$ cat config.mk
export PLATFORM = sky130hd
export DESIGN_NAME = bir_route
export DESIGN_NICKNAME = d
export VERILOG_FILES = /design/src/bir_pkg.sv /design/src/bir_ctrl.sv /design/src/bir_route.sv
export SDC_FILE = /design/constraint.sdc
export NUM_CORES = 1
export LEC_CHECK = 0
export ABC_AREA = 1
export BUFFER_PORTS_ARGS = -buffer_cell sky130_fd_sc_hd__buf_2
export CAP_MARGIN = 20
export CORE_MARGIN = 2
export CORE_UTILIZATION = 56
export DETAILED_ROUTE_END_ITERATION = 8
export PLACE_DENSITY_LB_ADDON = 0.15
export SLEW_MARGIN = 40
export SYNTH_ARGS = -nofsm -noshare
export SYNTH_HDL_FRONTEND = slang
export SYNTH_SLANG_ARGS = --single-unit
$ cat constraint.sdc
create_clock -name i_sys_clk -period 4.1 [get_ports i_sys_clk]
set_input_delay 1.025 -clock i_sys_clk [delete_from_list [all_inputs] [get_ports i_sys_clk]]
set_output_delay 1.025 -clock i_sys_clk [all_outputs]
set_load 0.02 [all_outputs]
$ cat src/bir_pkg.sv
package bir_pkg;
  localparam int LEVELS = 8;
  localparam int LVL_W = 3;
  localparam int SEL_W = 4;
  localparam int SRC_N = 16;
  localparam int VEC_BASE_W = 5;
  localparam int VEC_W = 8;
  localparam int SYNC_STAGES = 3;

  // Pin inputs entering the synchronisers, by position
  localparam int PIN_N = 15;
  localparam int PIN_BUS0 = 0;
  localparam int PIN_TIMER0 = 8;
  localparam int PIN_TIMER1 = 9;
  localparam int PIN_RX = 10;
  localparam int PIN_TX = 11;
  localparam int PIN_PFAIL = 12;
  localparam int PIN_RING = 13;
  localparam int PIN_TIMEOUT = 14;
  // Bus lines idle high, everything else idles low
  localparam logic [PIN_N-1:0] PIN_RESET = 15'h00ff;

  // Routing matrix source codes
  localparam logic [SEL_W-1:0] SRC_NONE = 4'h0;
  localparam logic [SEL_W-1:0] SRC_BUS0 = 4'h1;
  localparam logic [SEL_W-1:0] SRC_TIMEOUT = 4'h9;
  localparam logic [SEL_W-1:0] SRC_RX = 4'ha;
  localparam logic [SEL_W-1:0] SRC_TX = 4'hb;
  localparam logic [SEL_W-1:0] SRC_PFAIL = 4'hc;
  localparam logic [SEL_W-1:0] SRC_RING = 4'hd;
  localparam logic [SEL_W-1:0] SRC_PARITY = 4'he;

  // Hard-wired levels
  localparam logic [LVL_W-1:0] MASTER_TIMER_LEVEL = 3'h0;
  localparam logic [LVL_W-1:0] CASCADE_LEVEL = 3'h7;
  localparam logic [LVL_W-1:0] SLAVE_TIMER_LEVEL = 3'h5;
  localparam logic [LVL_W-1:0] SPURIOUS_LEVEL = 3'h7;

  // Selector nibble n: n<8 master level n, n>=8 slave level n-8
  localparam logic [2*LEVELS*SEL_W-1:0] DEFAULT_ROUTE = 64'h0000_0087_0065_4320;

  localparam logic [SEL_W-1:0] DEFAULT_NMI_SEL = 4'hc;
endpackage

$ cat src/bir_ctrl.sv
module bir_ctrl (
  input wire logic i_sys_clk,
  input wire logic i_reset,
  input wire logic i_clk_en,
  input wire logic [bir_pkg::LEVELS-1:0] i_req,
  input wire logic [bir_pkg::LEVELS-1:0] i_mask,
  input wire logic [bir_pkg::VEC_BASE_W-1:0] i_vector_base,
  input wire logic i_cascade_en,
  input wire logic i_ack,
  input wire logic i_eoi,
  output logic o_int,
  output logic [bir_pkg::VEC_W-1:0] o_vec,
  output logic o_vec_valid,
  output logic o_cascade
);
  import bir_pkg::*;

  logic [LEVELS-1:0] in_service_reg;
  logic [LEVELS-1:0] pending;
  logic [LVL_W-1:0] pend_lvl;
  logic [LVL_W-1:0] isr_lvl;
  logic any_pend;
  logic any_isr;

  // Level 0 is highest priority
  always_comb begin
    pending = i_req & ~i_mask;
    pend_lvl = '0;
    isr_lvl = '0;
    any_pend = 1'b0;
    any_isr = 1'b0;
    for (int i = LEVELS - 1; i >= 0; i--) begin
      if (pending[i]) begin
        pend_lvl = LVL_W'(i);
        any_pend = 1'b1;
      end
      if (in_service_reg[i]) begin
        isr_lvl = LVL_W'(i);
        any_isr = 1'b1;
      end
    end
    o_int = any_pend && (!any_isr || pend_lvl < isr_lvl);
  end

  always_ff @(posedge i_sys_clk) begin
    if (i_reset) begin
      in_service_reg <= '0;
    end else if (i_clk_en) begin
      if (i_eoi && any_isr) begin
        in_service_reg[isr_lvl] <= 1'b0;
      end
      // Taking a level wins over a same-cycle end of service
      if (i_ack && o_int) begin
        in_service_reg[pend_lvl] <= 1'b1;
      end
    end
  end

  // Request withdrawn before the acknowledge gives the spurious level
  always_ff @(posedge i_sys_clk) begin
    if (i_reset) begin
      o_vec <= '0;
      o_vec_valid <= 1'b0;
      o_cascade <= 1'b0;
    end else if (i_clk_en) begin
      o_vec_valid <= i_ack;
      o_cascade <= i_ack && o_int && i_cascade_en && pend_lvl == CASCADE_LEVEL;
      if (i_ack) begin
        o_vec <= {i_vector_base, o_int ? pend_lvl : SPURIOUS_LEVEL};
      end
    end
  end
endmodule // bir_ctrl

$ cat src/bir_route.sv
module bir_route (
  input wire logic i_sys_clk,
  input wire logic i_reset,
  input wire logic i_clk_en,
  input wire logic [7:0] i_bus_irq_line_n,
  input wire logic i_interval_timer0,
  input wire logic i_interval_timer1,
  input wire logic i_serial_rx_ready_flag,
  input wire logic i_serial_tx_ready_flag,
  input wire logic i_power_fail,
  input wire logic i_ring_indicator,
  input wire logic i_bus_timeout,
  input wire logic i_parity_err,
  input wire logic i_parity_clr,
  input wire logic i_sw_irq_wr,
  input wire logic i_sw_irq_data,
  input wire logic [2*bir_pkg::LEVELS*bir_pkg::SEL_W-1:0] i_route_sel,
  input wire logic [bir_pkg::SEL_W-1:0] i_nmi_sel,
  input wire logic [bir_pkg::LEVELS-1:0] i_master_mask,
  input wire logic [bir_pkg::LEVELS-1:0] i_slave_mask,
  input wire logic [bir_pkg::VEC_BASE_W-1:0] i_master_base,
  input wire logic [bir_pkg::VEC_BASE_W-1:0] i_slave_base,
  input wire logic i_int_ack,
  input wire logic i_master_eoi,
  input wire logic i_slave_eoi,
  output logic o_cpu_irq,
  output logic o_cpu_nmi,
  output logic [bir_pkg::VEC_W-1:0] o_vector,
  output logic o_vector_valid,
  output logic o_bus_sw_irq_out,
  output logic o_bus_parity_irq_out
);
  import bir_pkg::*;

  logic [PIN_N-1:0] pin_raw;
  logic [PIN_N-1:0] pin_s1_reg;
  logic [PIN_N-1:0] pin_s2_reg;
  logic [PIN_N-1:0] pin_s3_reg;
  logic [PIN_N-1:0] pin_reg;
  logic [SRC_N-1:0] src;
  logic [LEVELS-1:0] m_req;
  logic [LEVELS-1:0] s_req;
  logic m_int;
  logic s_int;
  logic [VEC_W-1:0] m_vec;
  logic [VEC_W-1:0] s_vec;
  logic m_vec_valid;
  logic s_vec_valid;
  logic m_cascade;
  logic parity_reg;

  assign pin_raw = {i_bus_timeout, i_ring_indicator, i_power_fail, i_serial_tx_ready_flag,
                    i_serial_rx_ready_flag, i_interval_timer1, i_interval_timer0,
                    i_bus_irq_line_n};

  // Three stages; a change is taken once stages two and three agree
  always_ff @(posedge i_sys_clk) begin
    if (i_reset) begin
      pin_s1_reg <= PIN_RESET;
      pin_s2_reg <= PIN_RESET;
      pin_s3_reg <= PIN_RESET;
      pin_reg <= PIN_RESET;
    end else if (i_clk_en) begin
      pin_s1_reg <= pin_raw;
      pin_s2_reg <= pin_s1_reg;
      pin_s3_reg <= pin_s2_reg;
      for (int i = 0; i < PIN_N; i++) begin
        if (pin_s2_reg[i] == pin_s3_reg[i]) begin
          pin_reg[i] <= pin_s3_reg[i];
        end
      end
    end
  end

  // Matrix sources; code 0 and code 15 tie low
  always_comb begin
    src = '0;
    for (int b = 0; b < 8; b++) begin
      src[int'(SRC_BUS0) + b] = ~pin_reg[PIN_BUS0 + b];
    end
    src[SRC_TIMEOUT] = pin_reg[PIN_TIMEOUT];
    src[SRC_RX] = pin_reg[PIN_RX];
    src[SRC_TX] = pin_reg[PIN_TX];
    src[SRC_PFAIL] = pin_reg[PIN_PFAIL];
    src[SRC_RING] = pin_reg[PIN_RING];
    src[SRC_PARITY] = parity_reg;
  end

  // Selectors are static; the default routing is DEFAULT_ROUTE
  generate
    for (genvar lv = 0; lv < LEVELS; lv++) begin : g_level
      if (lv == int'(MASTER_TIMER_LEVEL)) begin : g_m_timer
        assign m_req[lv] = pin_reg[PIN_TIMER0];
      end else if (lv == int'(CASCADE_LEVEL)) begin : g_m_casc
        assign m_req[lv] = s_int;
      end else begin : g_m_sel
        assign m_req[lv] = src[i_route_sel[lv*SEL_W +: SEL_W]];
      end
      if (lv == int'(SLAVE_TIMER_LEVEL)) begin : g_s_timer
        assign s_req[lv] = pin_reg[PIN_TIMER1];
      end else begin : g_s_sel
        assign s_req[lv] = src[i_route_sel[(LEVELS+lv)*SEL_W +: SEL_W]];
      end
    end
  endgenerate

  // Master acknowledge cascade pulse is the slave's acknowledge
  bir_ctrl u_master (
    .i_sys_clk(i_sys_clk),
    .i_reset(i_reset),
    .i_clk_en(i_clk_en),
    .i_req(m_req),
    .i_mask(i_master_mask),
    .i_vector_base(i_master_base),
    .i_cascade_en(1'b1),
    .i_ack(i_int_ack),
    .i_eoi(i_master_eoi),
    .o_int(m_int),
    .o_vec(m_vec),
    .o_vec_valid(m_vec_valid),
    .o_cascade(m_cascade)
  );

  bir_ctrl u_slave (
    .i_sys_clk(i_sys_clk),
    .i_reset(i_reset),
    .i_clk_en(i_clk_en),
    .i_req(s_req),
    .i_mask(i_slave_mask),
    .i_vector_base(i_slave_base),
    .i_cascade_en(1'b0),
    .i_ack(m_cascade),
    .i_eoi(i_slave_eoi),
    .o_int(s_int),
    .o_vec(s_vec),
    .o_vec_valid(s_vec_valid),
    .o_cascade()
  );

  // No path accepts a vector from the bus
  always_ff @(posedge i_sys_clk) begin
    if (i_reset) begin
      o_vector <= '0;
      o_vector_valid <= 1'b0;
    end else if (i_clk_en) begin
      o_vector_valid <= (m_vec_valid && !m_cascade) || s_vec_valid;
      if (s_vec_valid) begin
        o_vector <= s_vec;
      end else if (m_vec_valid && !m_cascade) begin
        o_vector <= m_vec;
      end
    end
  end

  always_ff @(posedge i_sys_clk) begin
    if (i_reset) begin
      o_cpu_irq <= 1'b0;
      o_cpu_nmi <= 1'b0;
    end else if (i_clk_en) begin
      o_cpu_irq <= m_int;
      o_cpu_nmi <= src[i_nmi_sel];
    end
  end

  always_ff @(posedge i_sys_clk) begin
    if (i_reset) begin
      o_bus_sw_irq_out <= 1'b0;
    end else if (i_clk_en && i_sw_irq_wr) begin
      o_bus_sw_irq_out <= i_sw_irq_data;
    end
  end

  // Sticky until cleared; a new error wins over the clear
  always_ff @(posedge i_sys_clk) begin
    if (i_reset) begin
      parity_reg <= 1'b0;
      o_bus_parity_irq_out <= 1'b0;
    end else if (i_clk_en) begin
      parity_reg <= i_parity_err || (parity_reg && !i_parity_clr);
      o_bus_parity_irq_out <= i_parity_err || (parity_reg && !i_parity_clr);
    end
  end
endmodule // bir_route

==> run summary, run 1 <==
Arrival time at the worst endpoint: 4160 ps
Worst setup path category: in2reg
Die X: 111 µm
Outcome: finished clean
Max rail drop VDD: 0.277 mV
Worst hold path endpoint: pin_s1_reg[2]$_SDFFE_PP1P_
Warnings from Yosys: 0
Period minus WS final: 3900 ps
Maximum number of pins on one net before global-route repair: 61
Clock group share of total power: 33.4%
Count of buffers inserted at the top-level ports: 119
Net count after synthesis: 1135
Total Routed Length: 18100 µm
Final weighted congestion in routability-driven placement: 0.929
Number of H-tree branching levels: 3
Power consumption: 2.55 mW
Number of fill cells in the layout: 1024
Floorplan core area: 0.0113 mm²
Detailed placer's ending HPWL: 12600 µm
Number of buffers added by the clock tree synthesis step: 9
Wire length of the first global-routing pass: 29500 µm
Total via count in the routed design: 7246
Power density cells: 331 mW/mm²
Die ar.: 0.0123 mm²
Slowest library cell on the worst path: sky130_fd_sc_hd__o31ai_2
Worst r2r src: pin_reg[6]$_SDFFE_PP1P_
Starting DRT DRC Count: 614
Source of the worst hold timing path: pin_s1_reg[2]$_SDFFE_PP1P_
Max Clock Skew: 7.39 ps
Combinational group share of total power: 22.3%
Worst skew pair latency: 360 ps
Hold path cells: 2
Total global-route track usage: 29.0%
R2R Path End: u_master.o_vec[1]$_SDFFE_PP0P_
Flop-to-flop setup slack: 380 ps
Number of placement rows: 39
Top-level port count: 132
Synthesized area: 0.00640 mm²
Transition at the pin with the smallest max-transition slack: 546 ps
Initial Utilization: 56.8%
Setup crit end kind: flop
Slew headroom: 63.5%
CTS Root Cell: sky130_fd_sc_hd__clkbuf_16
Die Height: 111 µm
Hold crit path type: reg2reg
Number of synthesized register bits: 108
Sinks on Clock Net: 108
Critical Path RT: 4350 ps
Switching Power: 0.769 mW
Final max-slew violation count: 0
Worst Setup Start Kind: input pin
Max-cap violation count: 0
Multi-input gate area: 0.00378 mm²
Finish-stage setup viols: 0
Post-route DRC violation count: 0
Count of inserted antenna diode cells: 0
Average vias per placed instance: 5.62
Sequential fraction of the synthesis area: 33.8%
Clock tree from TritonCTS: built
Final number of hold-violating endpoints: 0
Vias in the first global route: 6256
Layout overhead on the synthesized area: 20.2%
Proportion of power drawn by flip-flops and latches: 44.3%
Maximum net fanout on the critical path: 8
Clock transition at the registers of the reported paths: 70 ps
Gate count of the mapped netlist: 1013
Antenna-violating nets left: 0
Post-detailed-route wirelength per cell: 14.1 µm
Mean instance size in the synthesized netlist: 6.32 µm²
Reg2Reg Depth: 28
Layout cells sized above 1: 20.1%
Netlist cell types: 40
Fmax: 256 MHz
Slowest Stage Delay on Critical Path: 290 ps
Initial antenna violation count: 1
Fin cells: 1290
Detailed-routing iteration count for the pre-antenna-repair pass: 5
Cell count after placement: 1272
Leakage: 3.52 nW
Part of the cycle the worst path needs: 95.2%
Internal power of the cells: 1.78 mW
Cell mode on critical path: sky130_fd_sc_hd__nand2_1
Clock tree buffer depth: 2
Remaining Overflow, GRT: 0
NumNets Final: 1264
Area occupied by registers: 0.00216 mm²
Fraction of power spent switching nets: 30.2%
## placed cells by master (no fill, tap or decap), types with 10 or more instances in the layout
cell type | netlist | layout
sky130_fd_sc_hd__a31oi_1 | 13 | 13
sky130_fd_sc_hd__nand3_1 | 76 | 75
sky130_fd_sc_hd__o211ai_1 | 25 | 25
sky130_fd_sc_hd__nor3_1 | 10 | 10
sky130_fd_sc_hd__dfxtp_1 | 108 | 108
sky130_fd_sc_hd__nor2_1 | 118 | 113
sky130_fd_sc_hd__nand4_1 | 10 | 10
sky130_fd_sc_hd__nand2_1 | 212 | 209
sky130_fd_sc_hd__inv_1 | 85 | 80
sky130_fd_sc_hd__buf_2 | 7 | 116
sky130_fd_sc_hd__nand2_2 | 8 | 10
sky130_fd_sc_hd__a21oi_1 | 102 | 98
sky130_fd_sc_hd__buf_4 | 2 | 40
sky130_fd_sc_hd__o21ai_0 | 138 | 137
sky130_fd_sc_hd__inv_2 | 10 | 14
## stage by stage
step           utilization (%)  hold WS, ps  TNS [ps]  setup slack [ps]  cell area, µm²
6_report                  68.3          458         0               198            7690
5_1_grt                   68.3          476     -8.95             -6.66            7690
4_1_cts                   67.2          461         0               214            7570
3_5_place_dp              64.5          443     -1550              -165            7270
3_3_place_gp              64.5          438      -477             -74.0            7270
2_1_floorplan                -          429         0               225            6400
## critical path, delay by kind of cell
family	cells	cell delay, ps
adders and majority gates	2	410
and+or+nand+nor	16	1440
AOI/OAI and AO/OA	6	820
buffers and inverters	6	450
## how the worst max path moves through the flow
stage,from,to
6_report,i_route_sel[36],u_master.o_vec[1]$_SDFFE_PP0P_
5_1_grt,i_route_sel[36],u_master.in_service_reg[5]$_SDFFE_PP0P_
4_1_cts,i_route_sel[32],u_master.o_vec[1]$_SDFFE_PP0P_
3_5_place_dp,i_route_sel[32],u_master.o_vec[0]$_SDFFE_PP0P_
3_3_place_gp,i_route_sel[32],u_master.o_vec[0]$_SDFFE_PP0P_
2_1_floorplan,i_route_sel[44],u_master.o_vec[0]$_SDFFE_PP0P_
## layer usage
metal,track usage [%],wire length [µm],share of wire [%],vias up
met5,0,0,0,-
met4,9.50,335,1.8,0
met3,6.56,1500,8.3,32
met2,45.4,8110,45,299
met1,39.8,8180,45,3218
li1,-,-,-,3697
## cells by family after synthesis
family / count (synthesis) / synth area share (%)
compound gates: 320 / 28.0
flops: 108 / 33.8
fa+ha+maj: 3 / 0.586
simple gates: 442 / 28.9
buf+inv: 140 / 8.72
## layout make-up
type / instances / share of cell area [%]
Inverter: 99 / 4.89
Timing Repair Buffer: 158 / 11.6
Sequential cell: 108 / 28.1
Tap cell: 143 / 2.33
Clock buffer: 12 / 3.46
Clock inverter: 4 / 0.407
Multi-Input combinational cell: 766 / 49.2
## cell usage after synthesis, drive strengths merged
| cell type | count | area (µm²) |
|---|---|---|
| o211ai | 25 | 188 |
| nand2 | 221 | 857 |
| a31oi | 13 | 81.3 |
| o21ai | 150 | 758 |
| a211oi | 1 | 7.51 |
| nand4 | 11 | 75.1 |
| o22ai | 1 | 6.26 |
| dfxtp | 108 | 2160 |
| nor2 | 119 | 449 |
| ha | 3 | 37.5 |
| nor3 | 10 | 50.1 |
| inv | 95 | 357 |
| clkinv | 4 | 15.0 |
| a211o | 1 | 8.76 |
| a221oi | 7 | 61.3 |
| o31ai | 7 | 62.6 |
| buf | 14 | 83.8 |
| a21oi | 104 | 528 |
| nand3 | 77 | 390 |
| or2 | 1 | 6.26 |
| o21a | 2 | 15.0 |
| clkbuf | 27 | 103 |
| o221ai | 3 | 26.3 |
| nand3b | 3 | 22.5 |
| a31o | 4 | 35.0 |
| o21bai | 2 | 15.0 |
## power groups by stage
stage	Clock [mW]	Sequential (mW)	Combinational (mW)
finish	0.852	1.13	0.568
global route	0.907	1.14	0.636
CTS	0.870	1.13	0.520
detailed placement	0	1.15	0.516
global placement	0	1.15	0.508
floorplan	0	1.15	0.327
## what timing repair did
item | 4_1_cts | 5_1_grt
setup endpoints to repair | 0 | 13
resized for setup | 0 | 33
setup buffers | 0 | 1
hold buffers | 0 | 0
Note: power is estimated with default switching activity, not from simulation.
==> run 2, diff against run 1 <==
CORE_UTILIZATION = 50   (was 56)
==> run summary, run 2 (synthesized netlist as in run 1, its figures left out) <==
Total global-route track usage: 26.9%
Worst-case hold slack: 457 ps
Initial antenna violation count: 0
Leakage: 3.55 nW
Number of buffers added by the clock tree synthesis step: 9
Floorplan core area: 0.0126 mm²
Remaining Overflow, GRT: 0
Worst skew pair latency: 350 ps
Hold crit path type: reg2reg
Max-cap violation count: 0
Count of buffers inserted at the top-level ports: 119
CTS Root Cell: sky130_fd_sc_hd__clkbuf_16
Die X: 117 µm
Slew headroom: 57.4%
Initial Utilization: 50.9%
Total via count in the routed design: 7183
Fin cells: 1326
Wire length of the first global-routing pass: 29200 µm
Worst-case setup margin in the final layout: 260 ps
Critical Path RT: 4390 ps
Setup crit end kind: flop
Outcome: finished clean
Final max-slew violation count: 0
Part of the cycle the worst path needs: 93.7%
NumNets Final: 1271
Unrepaired setup endpoints after global routing: no
Worst setup path category: in2reg
Number of placement rows: 41
Layout overhead on the synthesized area: 22.0%
Sinks on Clock Net: 108
Dpl ws: -179 ps
Post-route DRC violation count: 0
Clock tree buffer depth: 2
Number of buffers added to fix hold violations after cts: 0
Period minus WS final: 3840 ps
Cell count after placement: 1306
Max Clock Skew: 8.12 ps
Number of H-tree branching levels: 3
Detailed-routing iteration count for the pre-antenna-repair pass: 5
Clock tree from TritonCTS: built
Antenna-violating nets left: 0
Final weighted congestion in routability-driven placement: 0.922
Die Height: 117 µm
Count of inserted antenna diode cells: 0
Leading cell type in the layout, fill and taps excluded: sky130_fd_sc_hd__nand2_1
Fmax: 260 MHz
Total Routed Length: 18500 µm
Arrival time at the worst endpoint: 4130 ps
Number of fill cells in the layout: 1230
Power density cells: 329 mW/mm²
Die ar.: 0.0137 mm²
Post-detailed-route wirelength per cell: 14.0 µm
Transition at the pin with the smallest max-transition slack: 639 ps
Average vias per placed instance: 5.42
Maximum net fanout on the critical path: 8
Final number of hold-violating endpoints: 0
Top-level port count: 132
Max rail drop VDD: 0.341 mV
Layout cells sized above 1: 21.1%
Detailed placer's ending HPWL: 13000 µm
Maximum number of pins on one net before global-route repair: 68
Post-Route Setup TNS: 0 ps
Clock transition at the registers of the reported paths: 70 ps
Starting DRT DRC Count: 675
Worst Setup Start Kind: input pin
Top library cells by usage in the layout, fill and taps aside: sky130_fd_sc_hd__nand2_1 (206), sky130_fd_sc_hd__o21ai_0 (134), sky130_fd_sc_hd__nor2_1 (115)
Vias in the first global route: 6024
Finish-stage setup viols: 0
==> run 2: cell types whose count changed in the layout (fill, tap and decap cells not counted), moves of 3 or more <==
cell                         previous run  this run
sky130_fd_sc_hd__a21oi_2                6        13
sky130_fd_sc_hd__nand2_2               10        15
sky130_fd_sc_hd__o21ai_0              137       134
sky130_fd_sc_hd__buf_4                 40        45
sky130_fd_sc_hd__nand2_1              209       206
sky130_fd_sc_hd__buf_2                116       113
sky130_fd_sc_hd__a21oi_1               98        91
sky130_fd_sc_hd__inv_4                  2         5
sky130_fd_sc_hd__clkbuf_8               3         0
sky130_fd_sc_hd__clkinvlp_4             0         3
sky130_fd_sc_hd__o21ai_1                9        14
==> run 2: worst paths after layout <==
check                                                start                                      end  slack [ps]  cells after the start
worst max register to register     pin_reg[1]$_SDFFE_PP1P_  u_master.in_service_reg[6]$_SDFFE_PP0P_         380                     25
worst min register to register  pin_s1_reg[7]$_SDFFE_PP1P_               pin_s1_reg[7]$_SDFFE_PP1P_         460                      2
worst max-delay path                       i_route_sel[36]  u_master.in_service_reg[6]$_SDFFE_PP0P_         260                     25
worst min-delay path            pin_s1_reg[7]$_SDFFE_PP1P_               pin_s1_reg[7]$_SDFFE_PP1P_         460                      2
==> run 2: power breakdown <==
part           switching, mW  internal, mW  total [mW]
registers             0.0321          1.10        1.13
logic                  0.345         0.221       0.565
clock network          0.397         0.475       0.873
total                  0.774          1.79        2.57
==> run 2: final cells by class <==
class                   instances  area [µm²]  share of cell area [%]
repair buffers                165         971                    12.4
flip-flops and latches        108        2160                    27.7
well taps                     172         215                    2.76
multi-input cells             766        3780                    48.4
clock buffers                   9         225                    2.88
inverters                      99         384                    4.92
clock inverters                 7        75.1                   0.961
==> run 2: worst max-delay path, stage by stage <==
cell and delay [ps]:
sky130_fd_sc_hd__buf_6 120, sky130_fd_sc_hd__o21ai_0 240, sky130_fd_sc_hd__a211oi_1 130, sky130_fd_sc_hd__o31ai_2 280, sky130_fd_sc_hd__nand2_1 140, sky130_fd_sc_hd__nor2_2 130
sky130_fd_sc_hd__inv_1 70, sky130_fd_sc_hd__nor2_1 130, sky130_fd_sc_hd__ha_1 260, sky130_fd_sc_hd__a21oi_1 150, sky130_fd_sc_hd__nand2_1 80, sky130_fd_sc_hd__nand2_2 100
sky130_fd_sc_hd__nand3_2 70, sky130_fd_sc_hd__nand2_2 90, sky130_fd_sc_hd__nor2_2 50, sky130_fd_sc_hd__inv_1 60, sky130_fd_sc_hd__nand2_2 50, sky130_fd_sc_hd__inv_2 80
sky130_fd_sc_hd__ha_4 190, sky130_fd_sc_hd__o21a_1 100, sky130_fd_sc_hd__nand2_1 70, sky130_fd_sc_hd__nand2_2 90, sky130_fd_sc_hd__nand2_4 120, sky130_fd_sc_hd__nand4_1 140
sky130_fd_sc_hd__a21oi_2 160
==> run 2: metal layers <==
metal	global-route usage, %	routed length [µm]	vias to the layer above
li1	-	-	3722
met1	38.1	8660	3177
met2	42.1	8270	263
met3	4.94	1360	21
met4	7.37	242	0
met5	0	0	-
==> run 2: what timing repair did <==
item	in CTS	in global routing
setup buffers	0	3
resized for setup	0	48
endpoints found under the setup margin	0	13
hold endpoints to repair	0	0
==> run 2: stage by stage <==
step	utilization [%]	total power, mW	instance area, µm²
2_1_floorplan	-	1.48	6400
3_3_place_gp	58.5	1.67	7350
4_1_cts	60.9	2.55	7650
3_5_place_dp	58.5	1.68	7350
6_report	62.1	2.57	7810
5_1_grt	62.1	2.70	7810
